===== config.mk =====
export PLATFORM = sky130hd
export DESIGN_NAME = moc_option
export DESIGN_NICKNAME = d
export VERILOG_FILES = /design/src/core/moc_pkg.sv /design/src/core/moc_option.sv
export VERILOG_INCLUDE_DIRS = /design/src /design/src/core
export SDC_FILE = /design/constraint.sdc
export NUM_CORES = 1
export LEC_CHECK = 0
export BUFFER_PORTS_ARGS = -buffer_cell sky130_fd_sc_hd__buf_4
export CORE_MARGIN = 5
export CORE_UTILIZATION = 36
export CTS_BUF_LIST = sky130_fd_sc_hd__clkbuf_2 sky130_fd_sc_hd__clkbuf_4 sky130_fd_sc_hd__clkbuf_8
export DETAILED_ROUTE_END_ITERATION = 10
export PLACE_DENSITY = 0.83
export SETUP_SLACK_MARGIN = 0.4
export SLEW_MARGIN = 10
export SYNTH_ARGS = -nofsm -noshare
export SYNTH_HDL_FRONTEND = slang
export SYNTH_SLANG_ARGS = --single-unit

===== constraint.sdc =====
create_clock -name clock -period 1.2 [get_ports clock]
set_input_delay 0.06 -clock clock [delete_from_list [all_inputs] [get_ports clock]]
set_output_delay 0.06 -clock clock [all_outputs]
set_load 0.01 [all_outputs]

===== src/core/moc_regs.svh =====
// Register offsets, field positions and reset values of the option block
`ifndef MOC_REGS_SVH
`define MOC_REGS_SVH

`define MOC_ADDR_W            4
`define MOC_OFF_OPTION        4'h0
`define MOC_OFF_STATUS        4'h4

`define MOC_BIT_PAGE_ONE      7
`define MOC_BIT_PAGE_ZERO     6
`define MOC_BIT_SPARE         2
`define MOC_BIT_LOCK          1
`define MOC_BIT_IRQ_LEVEL     3

`define MOC_RST_PAGE_ZERO     1'b0
`define MOC_RST_PAGE_ONE      1'b0
`define MOC_RST_IRQ_LEVEL     1'b1
`define MOC_RST_FIRST_WR      1'b0
`define MOC_RST_LOCK          1'b0

`define MOC_CPU_ADDR_W        16
`define MOC_P0_LO             16'h0020
`define MOC_P0_RES_HI         16'h002F
`define MOC_P0_RAM_LO         16'h0030
`define MOC_P0_RAM_BYTES      16'h0020
`define MOC_P0_ROM_HI         16'h005F
`define MOC_P1_LO             16'h0100
`define MOC_P1_BYTES          16'h0060

`endif


===== src/core/moc_pkg.sv =====
// Types shared by the memory option block
package moc_pkg;
  typedef enum logic [1:0]
  {
    MOC_MAP_NONE,
    MOC_MAP_RAM,
    MOC_MAP_ROM,
    MOC_MAP_RESERVED
  } moc_map_type;

  typedef enum logic
  {
    MOC_BUS_IDLE,
    MOC_BUS_DONE
  } moc_bus_type;
endpackage : moc_pkg


===== src/core/moc_option.sv =====
// Memory option register, address map select and interrupt sense logic
// Operation
// - Page zero RAM: 32 bytes at 0030, 0020-002F reserved
// - Page zero clear: program memory 0020-005F
// - Page one RAM: 96 bytes at 0100
// - RAM selects read/write anytime, decode follows immediately; here cpu_map is registered and follows one cycle later
// - Lock bit non-volatile, unchanged by reset
// - Lock set blocks bootloader, single-chip only
// - Sense bit set by reset, first write only
// - Sense set: edge and low level; else edge
// - Bits 5, 4, 0 read zero
// - Bit 2 keeps value across reset
//
// Our own choices: register access over Avalon-MM and the register offsets.
`timescale 1ns/1ps
`default_nettype none
`include "moc_regs.svh"

module moc_option
  import moc_pkg::*;
(
  input  wire logic                        clock,
  input  wire logic                        srst,
  input  wire logic [`MOC_ADDR_W-1:0]      avs_address,
  input  wire logic                        avs_read,
  input  wire logic                        avs_write,
  input  wire logic [31:0]                 avs_writedata,
  input  wire logic [3:0]                  avs_byteenable,
  output logic      [31:0]                 avs_readdata,
  output logic                             avs_waitrequest,
  input  wire logic                        lock_load,
  input  wire logic                        lock_load_value,
  input  wire logic [`MOC_CPU_ADDR_W-1:0]  cpu_addr,
  input  wire logic                        irq_pin_n,
  output logic      [1:0]                  cpu_map,
  output logic                             bootloader_allow,
  output logic                             single_chip_only,
  output logic                             irq_request
);

  logic        page_zero_ram_select_q;
  logic        page_one_ram_select_q;
  logic        irq_level_q;
  logic        irq_first_done_q;
  logic        spare_q;
  logic        bootloader_lock_q;
  logic        irq_pin_prev_q;
  moc_bus_type bus_q;
  moc_bus_type bus_d;

  logic        bus_req;
  logic        bus_take;
  logic        sel_option;
  logic        sel_status;
  logic        option_wr;
  logic        first_wr;
  logic [7:0]  option_src;
  logic [7:0]  option_used;
  logic [7:0]  option_value;
  logic [31:0] status_value;
  logic [31:0] readdata_d;

  moc_map_type map_d;
  logic        in_p0_res;
  logic        in_p0_ram;
  logic        in_p0_rom;
  logic        in_p1;
  logic        irq_edge;
  logic        irq_level_hit;
  logic        irq_d;

  assign bus_req    = avs_read | avs_write;
  assign bus_take   = (bus_q == MOC_BUS_IDLE) & bus_req;
  assign sel_option = (avs_address == `MOC_OFF_OPTION);
  assign sel_status = (avs_address == `MOC_OFF_STATUS);
  assign option_wr  = bus_take & avs_write & avs_byteenable[0] & sel_option;
  assign first_wr   = option_wr & ~irq_first_done_q;

  // One wait cycle per access, then completion
  always_comb
  begin
    bus_d = MOC_BUS_IDLE;
    case (bus_q)
      MOC_BUS_IDLE:
      begin
        if (bus_req)
          bus_d = MOC_BUS_DONE;
      end
      MOC_BUS_DONE:
      begin
        bus_d = MOC_BUS_IDLE;
      end
      default:
      begin
        bus_d = MOC_BUS_IDLE;
      end
    endcase
  end

  always_ff @(posedge clock)
  begin
    if (srst)
    begin
      bus_q <= MOC_BUS_IDLE;
    end
    else
    begin
      bus_q <= bus_d;
    end
  end

  always_ff @(posedge clock)
  begin
    if (srst)
    begin
      avs_waitrequest <= 1'b1;
    end
    else
    begin
      avs_waitrequest <= ~bus_take;
    end
  end

  // Source of each option bit
  always_comb
  begin
    option_src = 8'h00;
    option_src[`MOC_BIT_PAGE_ONE]  = page_one_ram_select_q;
    option_src[`MOC_BIT_PAGE_ZERO] = page_zero_ram_select_q;
    option_src[`MOC_BIT_IRQ_LEVEL] = irq_level_q;
    option_src[`MOC_BIT_SPARE]     = spare_q;
    option_src[`MOC_BIT_LOCK]      = bootloader_lock_q;
  end

  // Positions that exist; the rest read zero and ignore writes
  always_comb
  begin
    option_used = 8'h00;
    option_used[`MOC_BIT_PAGE_ONE]  = 1'b1;
    option_used[`MOC_BIT_PAGE_ZERO] = 1'b1;
    option_used[`MOC_BIT_IRQ_LEVEL] = 1'b1;
    option_used[`MOC_BIT_SPARE]     = 1'b1;
    option_used[`MOC_BIT_LOCK]      = 1'b1;
  end

  generate
    for (genvar gi = 0; gi < 8; gi++)
    begin : g_option_bit
      assign option_value[gi] = option_used[gi] & option_src[gi];
    end
  endgenerate

  always_comb
  begin
    status_value    = 32'h00000000;
    status_value[1] = irq_first_done_q;
    status_value[0] = irq_pin_prev_q;
  end

  always_comb
  begin
    readdata_d = 32'h00000000;
    if (sel_option)
      readdata_d = {24'h000000, option_value};
    else if (sel_status)
      readdata_d = status_value;
  end

  always_ff @(posedge clock)
  begin
    if (srst)
    begin
      avs_readdata <= 32'h00000000;
    end
    else if (bus_take && avs_read)
    begin
      avs_readdata <= readdata_d;
    end
  end

  // Page zero select: writable at any time
  always_ff @(posedge clock)
  begin
    if (srst)
    begin
      page_zero_ram_select_q <= `MOC_RST_PAGE_ZERO;
    end
    else if (option_wr)
    begin
      page_zero_ram_select_q <= avs_writedata[`MOC_BIT_PAGE_ZERO];
    end
  end

  // Page one select: writable at any time
  always_ff @(posedge clock)
  begin
    if (srst)
    begin
      page_one_ram_select_q <= `MOC_RST_PAGE_ONE;
    end
    else if (option_wr)
    begin
      page_one_ram_select_q <= avs_writedata[`MOC_BIT_PAGE_ONE];
    end
  end

  // Sense bit: set by reset, cleared only by the first write
  always_ff @(posedge clock)
  begin
    if (srst)
    begin
      irq_level_q <= `MOC_RST_IRQ_LEVEL;
    end
    else if (first_wr)
    begin
      irq_level_q <= irq_level_q & avs_writedata[`MOC_BIT_IRQ_LEVEL];
    end
  end

  // Marks that the one allowed sense write has been used
  always_ff @(posedge clock)
  begin
    if (srst)
    begin
      irq_first_done_q <= `MOC_RST_FIRST_WR;
    end
    else if (first_wr)
    begin
      irq_first_done_q <= 1'b1;
    end
  end

  // Spare bit is plain storage untouched by reset
  always_ff @(posedge clock)
  begin
    if (option_wr)
    begin
      spare_q <= avs_writedata[`MOC_BIT_SPARE];
    end
  end

  // Lock cell: only the programming load changes it, never reset
  always_ff @(posedge clock)
  begin
    if (lock_load)
    begin
      bootloader_lock_q <= lock_load_value;
    end
  end

  always_ff @(posedge clock)
  begin
    if (srst)
    begin
      bootloader_allow <= 1'b0;
    end
    else
    begin
      bootloader_allow <= ~bootloader_lock_q;
    end
  end

  always_ff @(posedge clock)
  begin
    if (srst)
    begin
      single_chip_only <= 1'b1;
    end
    else
    begin
      single_chip_only <= bootloader_lock_q;
    end
  end

  // Address windows of the selectable areas
  assign in_p0_res = (cpu_addr >= `MOC_P0_LO) &&
                     (cpu_addr <= `MOC_P0_RES_HI);
  assign in_p0_ram = (cpu_addr >= `MOC_P0_RAM_LO) &&
                     (cpu_addr < `MOC_P0_RAM_LO + `MOC_P0_RAM_BYTES);
  assign in_p0_rom = (cpu_addr >= `MOC_P0_LO) &&
                     (cpu_addr <= `MOC_P0_ROM_HI);
  assign in_p1     = (cpu_addr >= `MOC_P1_LO) &&
                     (cpu_addr < `MOC_P1_LO + `MOC_P1_BYTES);

  always_comb
  begin
    map_d = MOC_MAP_NONE;
    if (in_p1)
      map_d = page_one_ram_select_q ? MOC_MAP_RAM : MOC_MAP_ROM;
    else if (page_zero_ram_select_q)
    begin
      if (in_p0_res)
        map_d = MOC_MAP_RESERVED;
      else if (in_p0_ram)
        map_d = MOC_MAP_RAM;
    end
    else if (in_p0_rom)
      map_d = MOC_MAP_ROM;
  end

  // Decode output is registered and follows the select bits one cycle later
  always_ff @(posedge clock)
  begin
    if (srst)
    begin
      cpu_map <= MOC_MAP_NONE;
    end
    else
    begin
      cpu_map <= map_d;
    end
  end

  // External interrupt sense
  assign irq_edge      = irq_pin_prev_q & ~irq_pin_n;
  assign irq_level_hit = irq_level_q & ~irq_pin_n;
  assign irq_d         = irq_edge | irq_level_hit;

  always_ff @(posedge clock)
  begin
    if (srst)
    begin
      irq_pin_prev_q <= 1'b1;
    end
    else
    begin
      irq_pin_prev_q <= irq_pin_n;
    end
  end

  always_ff @(posedge clock)
  begin
    if (srst)
    begin
      irq_request <= 1'b0;
    end
    else
    begin
      irq_request <= irq_d;
    end
  end

endmodule : moc_option

`default_nettype wire


# After elaboration in Yosys (flattened, before gate mapping)
# Index checks and enable logic that the tools add are counted.
# totals
word_cells,53
inputBits,63
register_bits,46
out_inout_bits,38
# op_classes
bitwise_logic,15
n_lt_le_gt_ge,7
mux,10
reduce_logical,6
n_eq_ne,1
# ops
operator,n
$ge 16x6->1 const B,2
$ge 16x9->1 const B,1
$le 16x6->1 const B,1
$le 16x7->1 const B,1
$lt 16x7->1 const B,1
$lt 16x9->1 const B,1
$mux 2,6
$and 1x1->1,8
$mux 8,1
$logic_and 1x1->1,5
$not 1->1,5
$eq 4x3->1 const B,1
$logic_not 4->1,1
$mux 1,2
$or 1x1->1,2
$pmux 1 s2,1

# Depth between registers and ports, before layout
# Gate-level depths: netlist of run 1.
# depth
depth_word,6
mapped_depth,5
mapped_depth_nobuf,4

# Least setup slack after synthesis of run 1
# No wires, ideal clock.
# synth_timing
path_type,input to register
from,in avs_address[3]
to,reg page_one_ram_select_q
arrival_time_ns,0.940
setup_ns,0.128
path_buffers,1
stages,5
required_time_ns,1.072
setup_slack_ns,0.132
path_cell_list,nor4_4 > and4b_1 > buf_6 > mux2i_1 > nor2_1
# synth_between
elab_chain_len,2
# synth_lines
item,line,source
start: declaration,moc_option.sv:24,"input wire logic [`MOC_ADDR_W-1:0] avs_address,"
$logic_not 4->1 (no source line),--,
$and 1x1->1,moc_option.sv:76,assign option_wr = bus_take & avs_write & avs_byteenable[0] & sel_option;
named net option_wr,moc_option.sv:55,logic option_wr;
end signal: assignment,moc_option.sv:199,page_one_ram_select_q <= `MOC_RST_PAGE_ONE;
end signal: assignment,moc_option.sv:203,page_one_ram_select_q <= avs_writedata[`MOC_BIT_PAGE_ONE];
end: declaration,moc_option.sv:42,logic page_one_ram_select_q;
# The timed path passes the listed nets, and every way through them passes these cells.
# A chain may end at the register's enable or synchronous reset.

# Worst setup path in the final report of run 1
# layout_timing
from,reg bus_q
to,reg page_zero_ram_select_q
# layout_between
elab_chain_len,5
# layout_lines
item,line,source
start: declaration,moc_option.sv:48,moc_bus_type bus_q;
start signal: assignment,moc_option.sv:108,bus_q <= bus_d;
$not 1->1,moc_option.sv:73,assign bus_take = (bus_q == MOC_BUS_IDLE) & bus_req;
$and 1x1->1,moc_option.sv:73,
$and 1x1->1 (3 in series),moc_option.sv:76,
end signal: assignment,moc_option.sv:186,page_zero_ram_select_q <= `MOC_RST_PAGE_ZERO;
end signal: assignment,moc_option.sv:190,page_zero_ram_select_q <= avs_writedata[`MOC_BIT_PAGE_ZERO];
end: declaration,moc_option.sv:41,logic page_zero_ram_select_q;
# Every way passes these cells.

==> results of run 1 <==
-- final cells by class --
class	instances	area (um2)
clock buffer	3	22.5
sequential	20	438
tap	30	37.5
clock inverter	1	30.0
inverter	3	11.3
multi-input combinational	81	438
timing repair buffer	51	445
fill	225	1080
-- timing repair --
action                                  CTS  global route
gates cloned                              0             0
endpoints found under the setup margin   27            29
setup buffers                             3             0
gates resized for setup                  31             4
endpoints found under the hold margin    10             2
pin swaps                                12             0
-- cells in the final DEF (no fill, tap or decap), types with 2 or more instances in the layout --
cell | netlist | layout
buf_4 | 26 | 32
conb_1 | 1 | 26
dfxtp_2 | 0 | 14
buf_6 | 1 | 12
nor2_1 | 11 | 11
a21oi_1 | 9 | 8
nand2_1 | 7 | 7
dlygate4sd3_1 | 0 | 7
nand3_1 | 6 | 5
dfxtp_1 | 18 | 4
nor3_1 | 3 | 3
inv_1 | 3 | 3
clkbuf_4 | 0 | 3
or2_2 | 2 | 2
o21ai_1 | 0 | 2
mux2i_1 | 2 | 2
edfxtp_1 | 2 | 2
-- power groups by stage --
| stage | clock network (W) | logic [W] | registers [W] |
|---|---|---|---|
| after global routing | 0.000582 | 0.000259 | 0.000707 |
| after CTS | 0.000555 | 0.000233 | 0.000704 |
| after floorplan | 0 | 0.000141 | 0.000721 |
| after detailed placement | 0 | 0.000192 | 0.000717 |
| final | 0.000548 | 0.000237 | 0.000704 |
| after global placement | 0 | 0.000185 | 0.000716 |
-- flip-flops by register name (all words and copies together) (netlist names) --
name	count
bus_q	1
avs_readdata	6
page_zero_ram_select_q	1
irq_first_done_q	1
spare_q	1
single_chip_only	1
irq_level_q	1
cpu_map	2
page_one_ram_select_q	1
bootloader_allow	1
avs_waitrequest	1
irq_pin_prev_q	1
bootloader_lock_q	1
irq_request	1
-- metrics by stage --
step	instances	power, W	worst slack, ns	utilization [%]
2_1_floorplan	132	0.000862	0.132	-
3_3_place_gp	175	0.000901	-0.124	47.5
3_5_place_dp	175	0.000909	-0.150	47.5
4_1_cts	189	0.00149	0.189	56.7
5_1_grt	189	0.00155	0.124	56.9
6_report	189	0.00149	0.201	56.9
-- worst max-delay path by stage --
stage / to / slack (ns) / from / cells past startpoint
global route: page_zero_ram_select_q / 0.12 / bus_q / 3
CTS: page_zero_ram_select_q / 0.19 / bus_q / 3
global placement: page_zero_ram_select_q / -0.12 / avs_address[3] / 5
detailed placement: page_zero_ram_select_q / -0.15 / avs_address[3] / 5
floorplan: page_one_ram_select_q / 0.13 / avs_address[3] / 5
finish: page_zero_ram_select_q / 0.20 / bus_q / 3
-- cell families after synthesis --
group / count (synthesis)
buffers and inverters: 31
other: 1
muxes: 3
AOI/OAI and AO/OA: 14
DFF: 20
and+or+nand+nor: 38
-- critical path: stages, from the launching register on --
cell	delay, ns
dfxtp_2	0.34
and4b_2	0.34
mux2i_1	0.20
nor2_1	0.05
-- per-layer routing --
metal / vias to the layer above / part of all wire [%]
met4: 0 / 0.90
li1: 409 / -
met2: 54 / 52
met3: 2 / 13
met1: 372 / 34
met5: - / 0
==> key figures, run 1 <==
Power
  • Logic pwr share: 15.9%
  • Internal: 0.00116 W
  • Clock power frac: 36.8%
  • PD cells: 1050 nW/um2
  • P_leak: 0.641 nW
  • Switch share: 22.4%
  • Worst vdd ir: 0.571 mV
  • Psw: 0.000334 W
  • Seq pwr share: 47.3%

Global route
  • Largest net degree at the start of global routing: 14
  • Grt peak-use layer: met2
  • Initial antenna violation count: 0
  • GRT met2 Usage: 22.7%
  • Met3 Use GR: 3.98%
  • First-pass GRT wire length: 3470 um
  • Overall routing resource usage: 12.5%
  • GR Overflow Total: 0
  • Met1 Use GR: 13.4%
  • Number of global-route vias before repair: 836

Logic synthesis
  • Cell area after synthesis: 956 um2
  • Top FF cell, synth: dfxtp_1
  • Compound-cell area share of the yosys netlist: 7.85%
  • Netlist cell types: 25
  • Multiplexer share of the synthesized area: 3.27%
  • Xor-xnor portion of the synthesized cell area: 0%
  • Area contributors post-synth: dfxtp_1 38%, buf_4 20%, edfxtp_1 6.3%, a21oi_1 4.7%, nor2_1 4.3%
  • Register area share after synthesis: 44.0%
  • Synth top area share: 37.7%
  • Synth top cells by count: 26 x buf_4, 18 x dfxtp_1, 11 x nor2_1
  • Mean cell area of the mapped netlist: 8.93 um2
  • Synth Area in Adders: 0%
  • Gate count after technology mapping: 107
  • Post-synth ARST share: 0%
  • Post-synthesis simple-gate area fraction: 21.3%
  • Largest family of logic cells by synthesized area: buffers and inverters
  • Yosys warns: 0
  • Top-count cell post-synth: buf_4
  • Leading area contributor after synthesis: dfxtp_1
  • Seq cells post-synth: 20
  • Post-synth EDFFs: 2

Timing
  • Hold Fails Final Rpt: 3
  • Post-layout min period: 0.999 ns
  • Final Hold Slack: -0.0414 ns
  • Final Max Slew Viols: 0
  • F_max: 1000 MHz
  • Clock Skew: 0.0124 ns
  • Post-route setup TNS: 0 ns
  • Final setup violation count: 0
  • Ratio of final minimum period to clock period: 83.2%
  • RSZ-0062 raised after global routing: true

Route
  • Router iterations before antenna repair: 4
  • Residual DRC count: 0
  • Wire length per cell: 12.4 um
  • Total number of vias: 837
  • Drt first-iter violations: 8
  • Final ANT Viol Nets: 0
  • Total wire length: 2340 um
  • Post-DR vias/cell: 4.43

Flow run
  • Max-cap viol count: 0

Min path
  • HP Start: avs_write
  • Hold endpoint: avs_waitrequest
  • Min-Delay Path Class: input pin to flop
  • Hold path cells: 2

Finish
  • Cell area after layout: 1420 um2
  • Layout cells sized above 1: 45.3%
  • Area Overhead vs Synth: 48.8%
  • Final nets: 223
  • Diode count: 0

Worst setup path
  • Worst R2R Start: bus_q
  • R2R setup slack: 0.20 ns
  • CP Class: flop to flop
  • Crit path required time: 1.42 ns
  • Crit path DAT: 1.22 ns
  • Worst setup EP type: flop
  • Setup crit start kind: flop
  • Number of cells on the worst reg-to-reg path: 3
  • CP max FO: 4
  • FF-to-FF End: page_zero_ram_select_q

Floorplanning
  • Total die area: 3790 um2
  • Die width: 61.5 um
  • Initial Util: 38.2%
  • Std cell rows: 18
  • Core area: 2500 um2
  • Die Ht: 61.5 um
  • I/O Pins: 101

CTS
  • Sink Count: 20
  • Clock root buffer master: clkbuf_4
  • Clock Tree Buf Depth: 2
  • Hold-fix buffers, CTS: 7
  • Cts bufs inserted: 3
  • Clk Latency, worst-skew pair: 0.31 ns
  • TritonCTS clock tree: yes
  • Clk pin slew, worst setup/hold paths: 0.12 ns
  • H-Tree Depth: 1

Place
  • Input/output buffers: 39
  • Dpl hpwl: 1770 um
  • Placer Congestion: 0.750
  • Post-DP Area: 1190 um2

Run status
  • Failing checks: hold timing
  • Status: finished with violations
(Power assumes the default switching activity.)
==> run 2: changes to the inputs <==
--- a/config.mk
+++ b/config.mk
@@ -6,12 +6,13 @@
 export SDC_FILE = /design/constraint.sdc
 export NUM_CORES = 1
 export LEC_CHECK = 0
+export ABC_AREA = 1
 export BUFFER_PORTS_ARGS = -buffer_cell sky130_fd_sc_hd__buf_4
 export CORE_MARGIN = 5
-export CORE_UTILIZATION = 36
+export CORE_UTILIZATION = 34
 export CTS_BUF_LIST = sky130_fd_sc_hd__clkbuf_2 sky130_fd_sc_hd__clkbuf_4 sky130_fd_sc_hd__clkbuf_8
 export DETAILED_ROUTE_END_ITERATION = 10
-export PLACE_DENSITY = 0.83
+export PLACE_DENSITY = 0.79
 export SETUP_SLACK_MARGIN = 0.4
 export SLEW_MARGIN = 10
 export SYNTH_ARGS = -nofsm -noshare
==> constraint.sdc (replaced) <==
create_clock -name clock -period 0.8 [get_ports clock]
set_input_delay 0.04 -clock clock [delete_from_list [all_inputs] [get_ports clock]]
set_output_delay 0.04 -clock clock [all_outputs]
set_load 0.01 [all_outputs]
==> run 2 against run 1 <==
- the flow finishes with violations (hold timing, setup timing)
- flip-flop and latch count stayed put
- register-to-register slack worse by 0.39 ns
- die area is 14% higher
- sequential share of layout area is 1.3 points lower
- fmax is 1.3% higher
- sequential power is 51% higher
- largest power group unchanged
- critical path depth is 4 higher
- worst hold slack worse by 0.038 ns
- routed wire length is 7.2% lower
==> key figures, run 2 <==
Floorplanning
  • Std cell rows: 20
  • Die Ht: 65.7 um
  • Total die area: 4310 um2
  • I/O Pins: 101
  • Die width: 65.7 um
  • Core area: 3000 um2
  • Initial Util: 35.1%

CTS
  • Clock Tree Buf Depth: 2
  • TritonCTS clock tree: yes
  • Cts bufs inserted: 3
  • Clk pin slew, worst setup/hold paths: 0.11 ns
  • Clock root buffer master: clkbuf_4
  • Clk Latency, worst-skew pair: 0.29 ns
  • Sink Count: 20
  • H-Tree Depth: 1

Timing
  • Final setup violation count: 13
  • Final Hold Slack: -0.0796 ns
  • Post-route setup TNS: -1.57 ns
  • Ratio of final minimum period to clock period: 123%
  • Final Max Slew Viols: 0
  • F_max: 1010 MHz
  • Final worst-path setup slack: -0.186 ns
  • Post-layout min period: 0.986 ns
  • Clock Skew: 0.000811 ns
  • RSZ-0062 raised after global routing: true
  • Hold Fails Final Rpt: 8

Logic synthesis
  • Gate count after technology mapping: 134
  • Synth top area share: 34.2%
  • Post-synth EDFFs: 2
  • Synth top cells by count: 26 x buf_4, 21 x nand2_1, 18 x dfxtp_1
  • Yosys warns: 0
  • Mean cell area of the mapped netlist: 7.86 um2
  • Top-count cell post-synth: buf_4
  • Netlist cell types: 24
  • Seq cells post-synth: 20
  • Post-synth ARST share: 0%
  • Cell area after synthesis: 1050 um2
  • Register area share after synthesis: 39.9%
  • Top FF cell, synth: dfxtp_1
  • Area contributors post-synth: dfxtp_1 34%, buf_4 19%, nand2_1 7.5%, edfxtp_1 5.7%, nor2_1 5.3%
  • Leading area contributor after synthesis: dfxtp_1

Run status
  • Status: finished with violations
  • Failing checks: hold timing, setup timing

Power
  • Worst vdd ir: 0.532 mV
  • PD cells: 1330 nW/um2
  • Internal: 0.00150 W
  • Power Total: 0.00199 W
  • Switch share: 24.7%
  • P_leak: 0.694 nW
  • Clock power frac: 28.4%
  • Logic pwr share: 18.4%
  • Psw: 0.000490 W
  • Seq pwr share: 53.2%

Route
  • Top routing layer in use: met4
  • Drt first-iter violations: 17
  • Post-DR vias/cell: 4.12
  • Residual DRC count: 0
  • Final ANT Viol Nets: 0
  • M1 wire length: 816 um
  • Total wire length: 2180 um
  • Met3 WL: 115 um
  • Wire length per cell: 10.0 um
  • Router iterations before antenna repair: 6
  • Total number of vias: 894
  • Wire length on met2: 1230 um

Worst setup path
  • Crit path DAT: 1.18 ns
  • Number of cells on the worst reg-to-reg path: 7
  • R2R setup slack: -0.19 ns
  • Crit path required time: 0.99 ns
  • CP Class: flop to flop
  • Setup crit start kind: flop
  • FF-to-FF End: avs_readdata[7]
  • Worst R2R Start: bus_q
  • Worst setup EP type: flop
  • CP max FO: 6

Finish
  • Max reg flops: 6
  • Most frequent cells in the layout: 37 x buf_4, 26 x conb_1, 19 x nand2_1
  • Filler cell count: 288
  • Final Non-Filler Cells: 217
  • Regs by FF count: avs_readdata: 6 flops, cpu_map: 2 flops
  • Final core occ: 49.8%
  • Final nets: 248
  • Most flops, register: avs_readdata
  • Area Overhead vs Synth: 41.9%
  • Commonest non-fill, non-tap cell in the layout: buf_4
  • Layout cells sized above 1: 53.8%
  • Diode count: 0

Global route
  • Overall routing resource usage: 9.89%
  • Largest net degree at the start of global routing: 13
  • GR Overflow Total: 0
  • First-pass GRT wire length: 3310 um
  • Number of global-route vias before repair: 819
  • Initial antenna violation count: 0

Min path
  • Hold path cells: 1
  • Min-Delay Path Class: input pin to flop
  • Hold endpoint: bootloader_lock_q
  • HP Start: lock_load_value

Place
  • Post-Place Worst Slack: -0.160 ns
  • Dpl hpwl: 1790 um
  • Input/output buffers: 39
  • Placed cells: 206
  • Placer Congestion: 0.684

Flow run
  • Max-cap viol count: 0
==> run 2: changes by cell type in the layout (fill, tap and decap cells not counted), sizes merged, moves of 2 or more <==
cell / delta
nand2: +15
inv: +13
nor2: +10
dlygate4sd3: -7
buf: +4
o21ai: +3
a22oi: -2
mux2i: -2
nand2b: -2
nor3: -2
nor4: -2
==> run 2: worst max-delay path by stage <==
stage / startpoint / to / slack [ns] / depth (start not counted)
detailed placement: bus_q / avs_readdata[7] / -0.16 / 7
global route: bus_q / avs_readdata[6] / -0.26 / 7
floorplan: bus_q / avs_readdata[2] / -0.09 / 7
CTS: bus_q / avs_readdata[7] / -0.18 / 7
global placement: bus_q / avs_readdata[2] / -0.13 / 7
finish: bus_q / avs_readdata[7] / -0.19 / 7
==> run 2: what timing repair did <==
item | 4_1_cts | 5_1_grt
endpoints found under the setup margin | 30 | 30
gates resized for setup | 25 | 9
endpoints found under the hold margin | 10 | 10
pin swaps | 2 | 2
setup buffers | 5 | 2
==> run 2: per-layer routing <==
metal  global-route usage [%]  vias up
li1                         -      461
met1                     10.8      403
met2                     18.6       28
met3                     1.71        2
met4                     3.89        0
met5                        0        -
==> run 2: area by class of cell <==
cell class,count,area [um2],share of cell area (%)
Multi-Input combinational cell,96,513,34.3
Sequential cell,20,440,29.5
Timing Repair Buffer,48,402,26.9
Inverter,16,62.6,4.18
Tap cell,33,41.3,2.76
Clock buffer,4,36.3,2.43
==> run 2: metrics by stage <==
step                      instance area, um2  hold slack, ns
after floorplan                         1170           0.139
after global placement                  1320           0.218
after detailed placement                1320           0.220
after CTS                               1460         -0.0868
after global routing                    1500          -0.111
final                                   1500         -0.0796
==> run 2: cells by family after synthesis <==
family                 after synthesis  synth area share [%]
and+or+nand+nor                     54                  25.2
buffers and inverters               43                  24.9
DFF                                 20                  39.9
AOI/OAI and AO/OA                   16                  9.62
other                                1                 0.356
==> run 2: worst max-delay path, stage by stage, from the launching register on <==
cell	delay (ns)
dfxtp_2	0.33
inv_2	0.06
o21ai_2	0.07
nor2_4	0.11
inv_4	0.06
buf_4	0.13
nand2_1	0.07
a21oi_2	0.05
==> run 2: power by group through the flow <==
stage | Sequential, W | Combinational (W) | Clock [W]
2_1_floorplan | 0.00108 | 0.000252 | 0
3_3_place_gp | 0.00107 | 0.000322 | 0
3_5_place_dp | 0.00107 | 0.000328 | 0
4_1_cts | 0.00106 | 0.000348 | 0.000572
5_1_grt | 0.00106 | 0.000402 | 0.000630
6_report | 0.00106 | 0.000366 | 0.000564
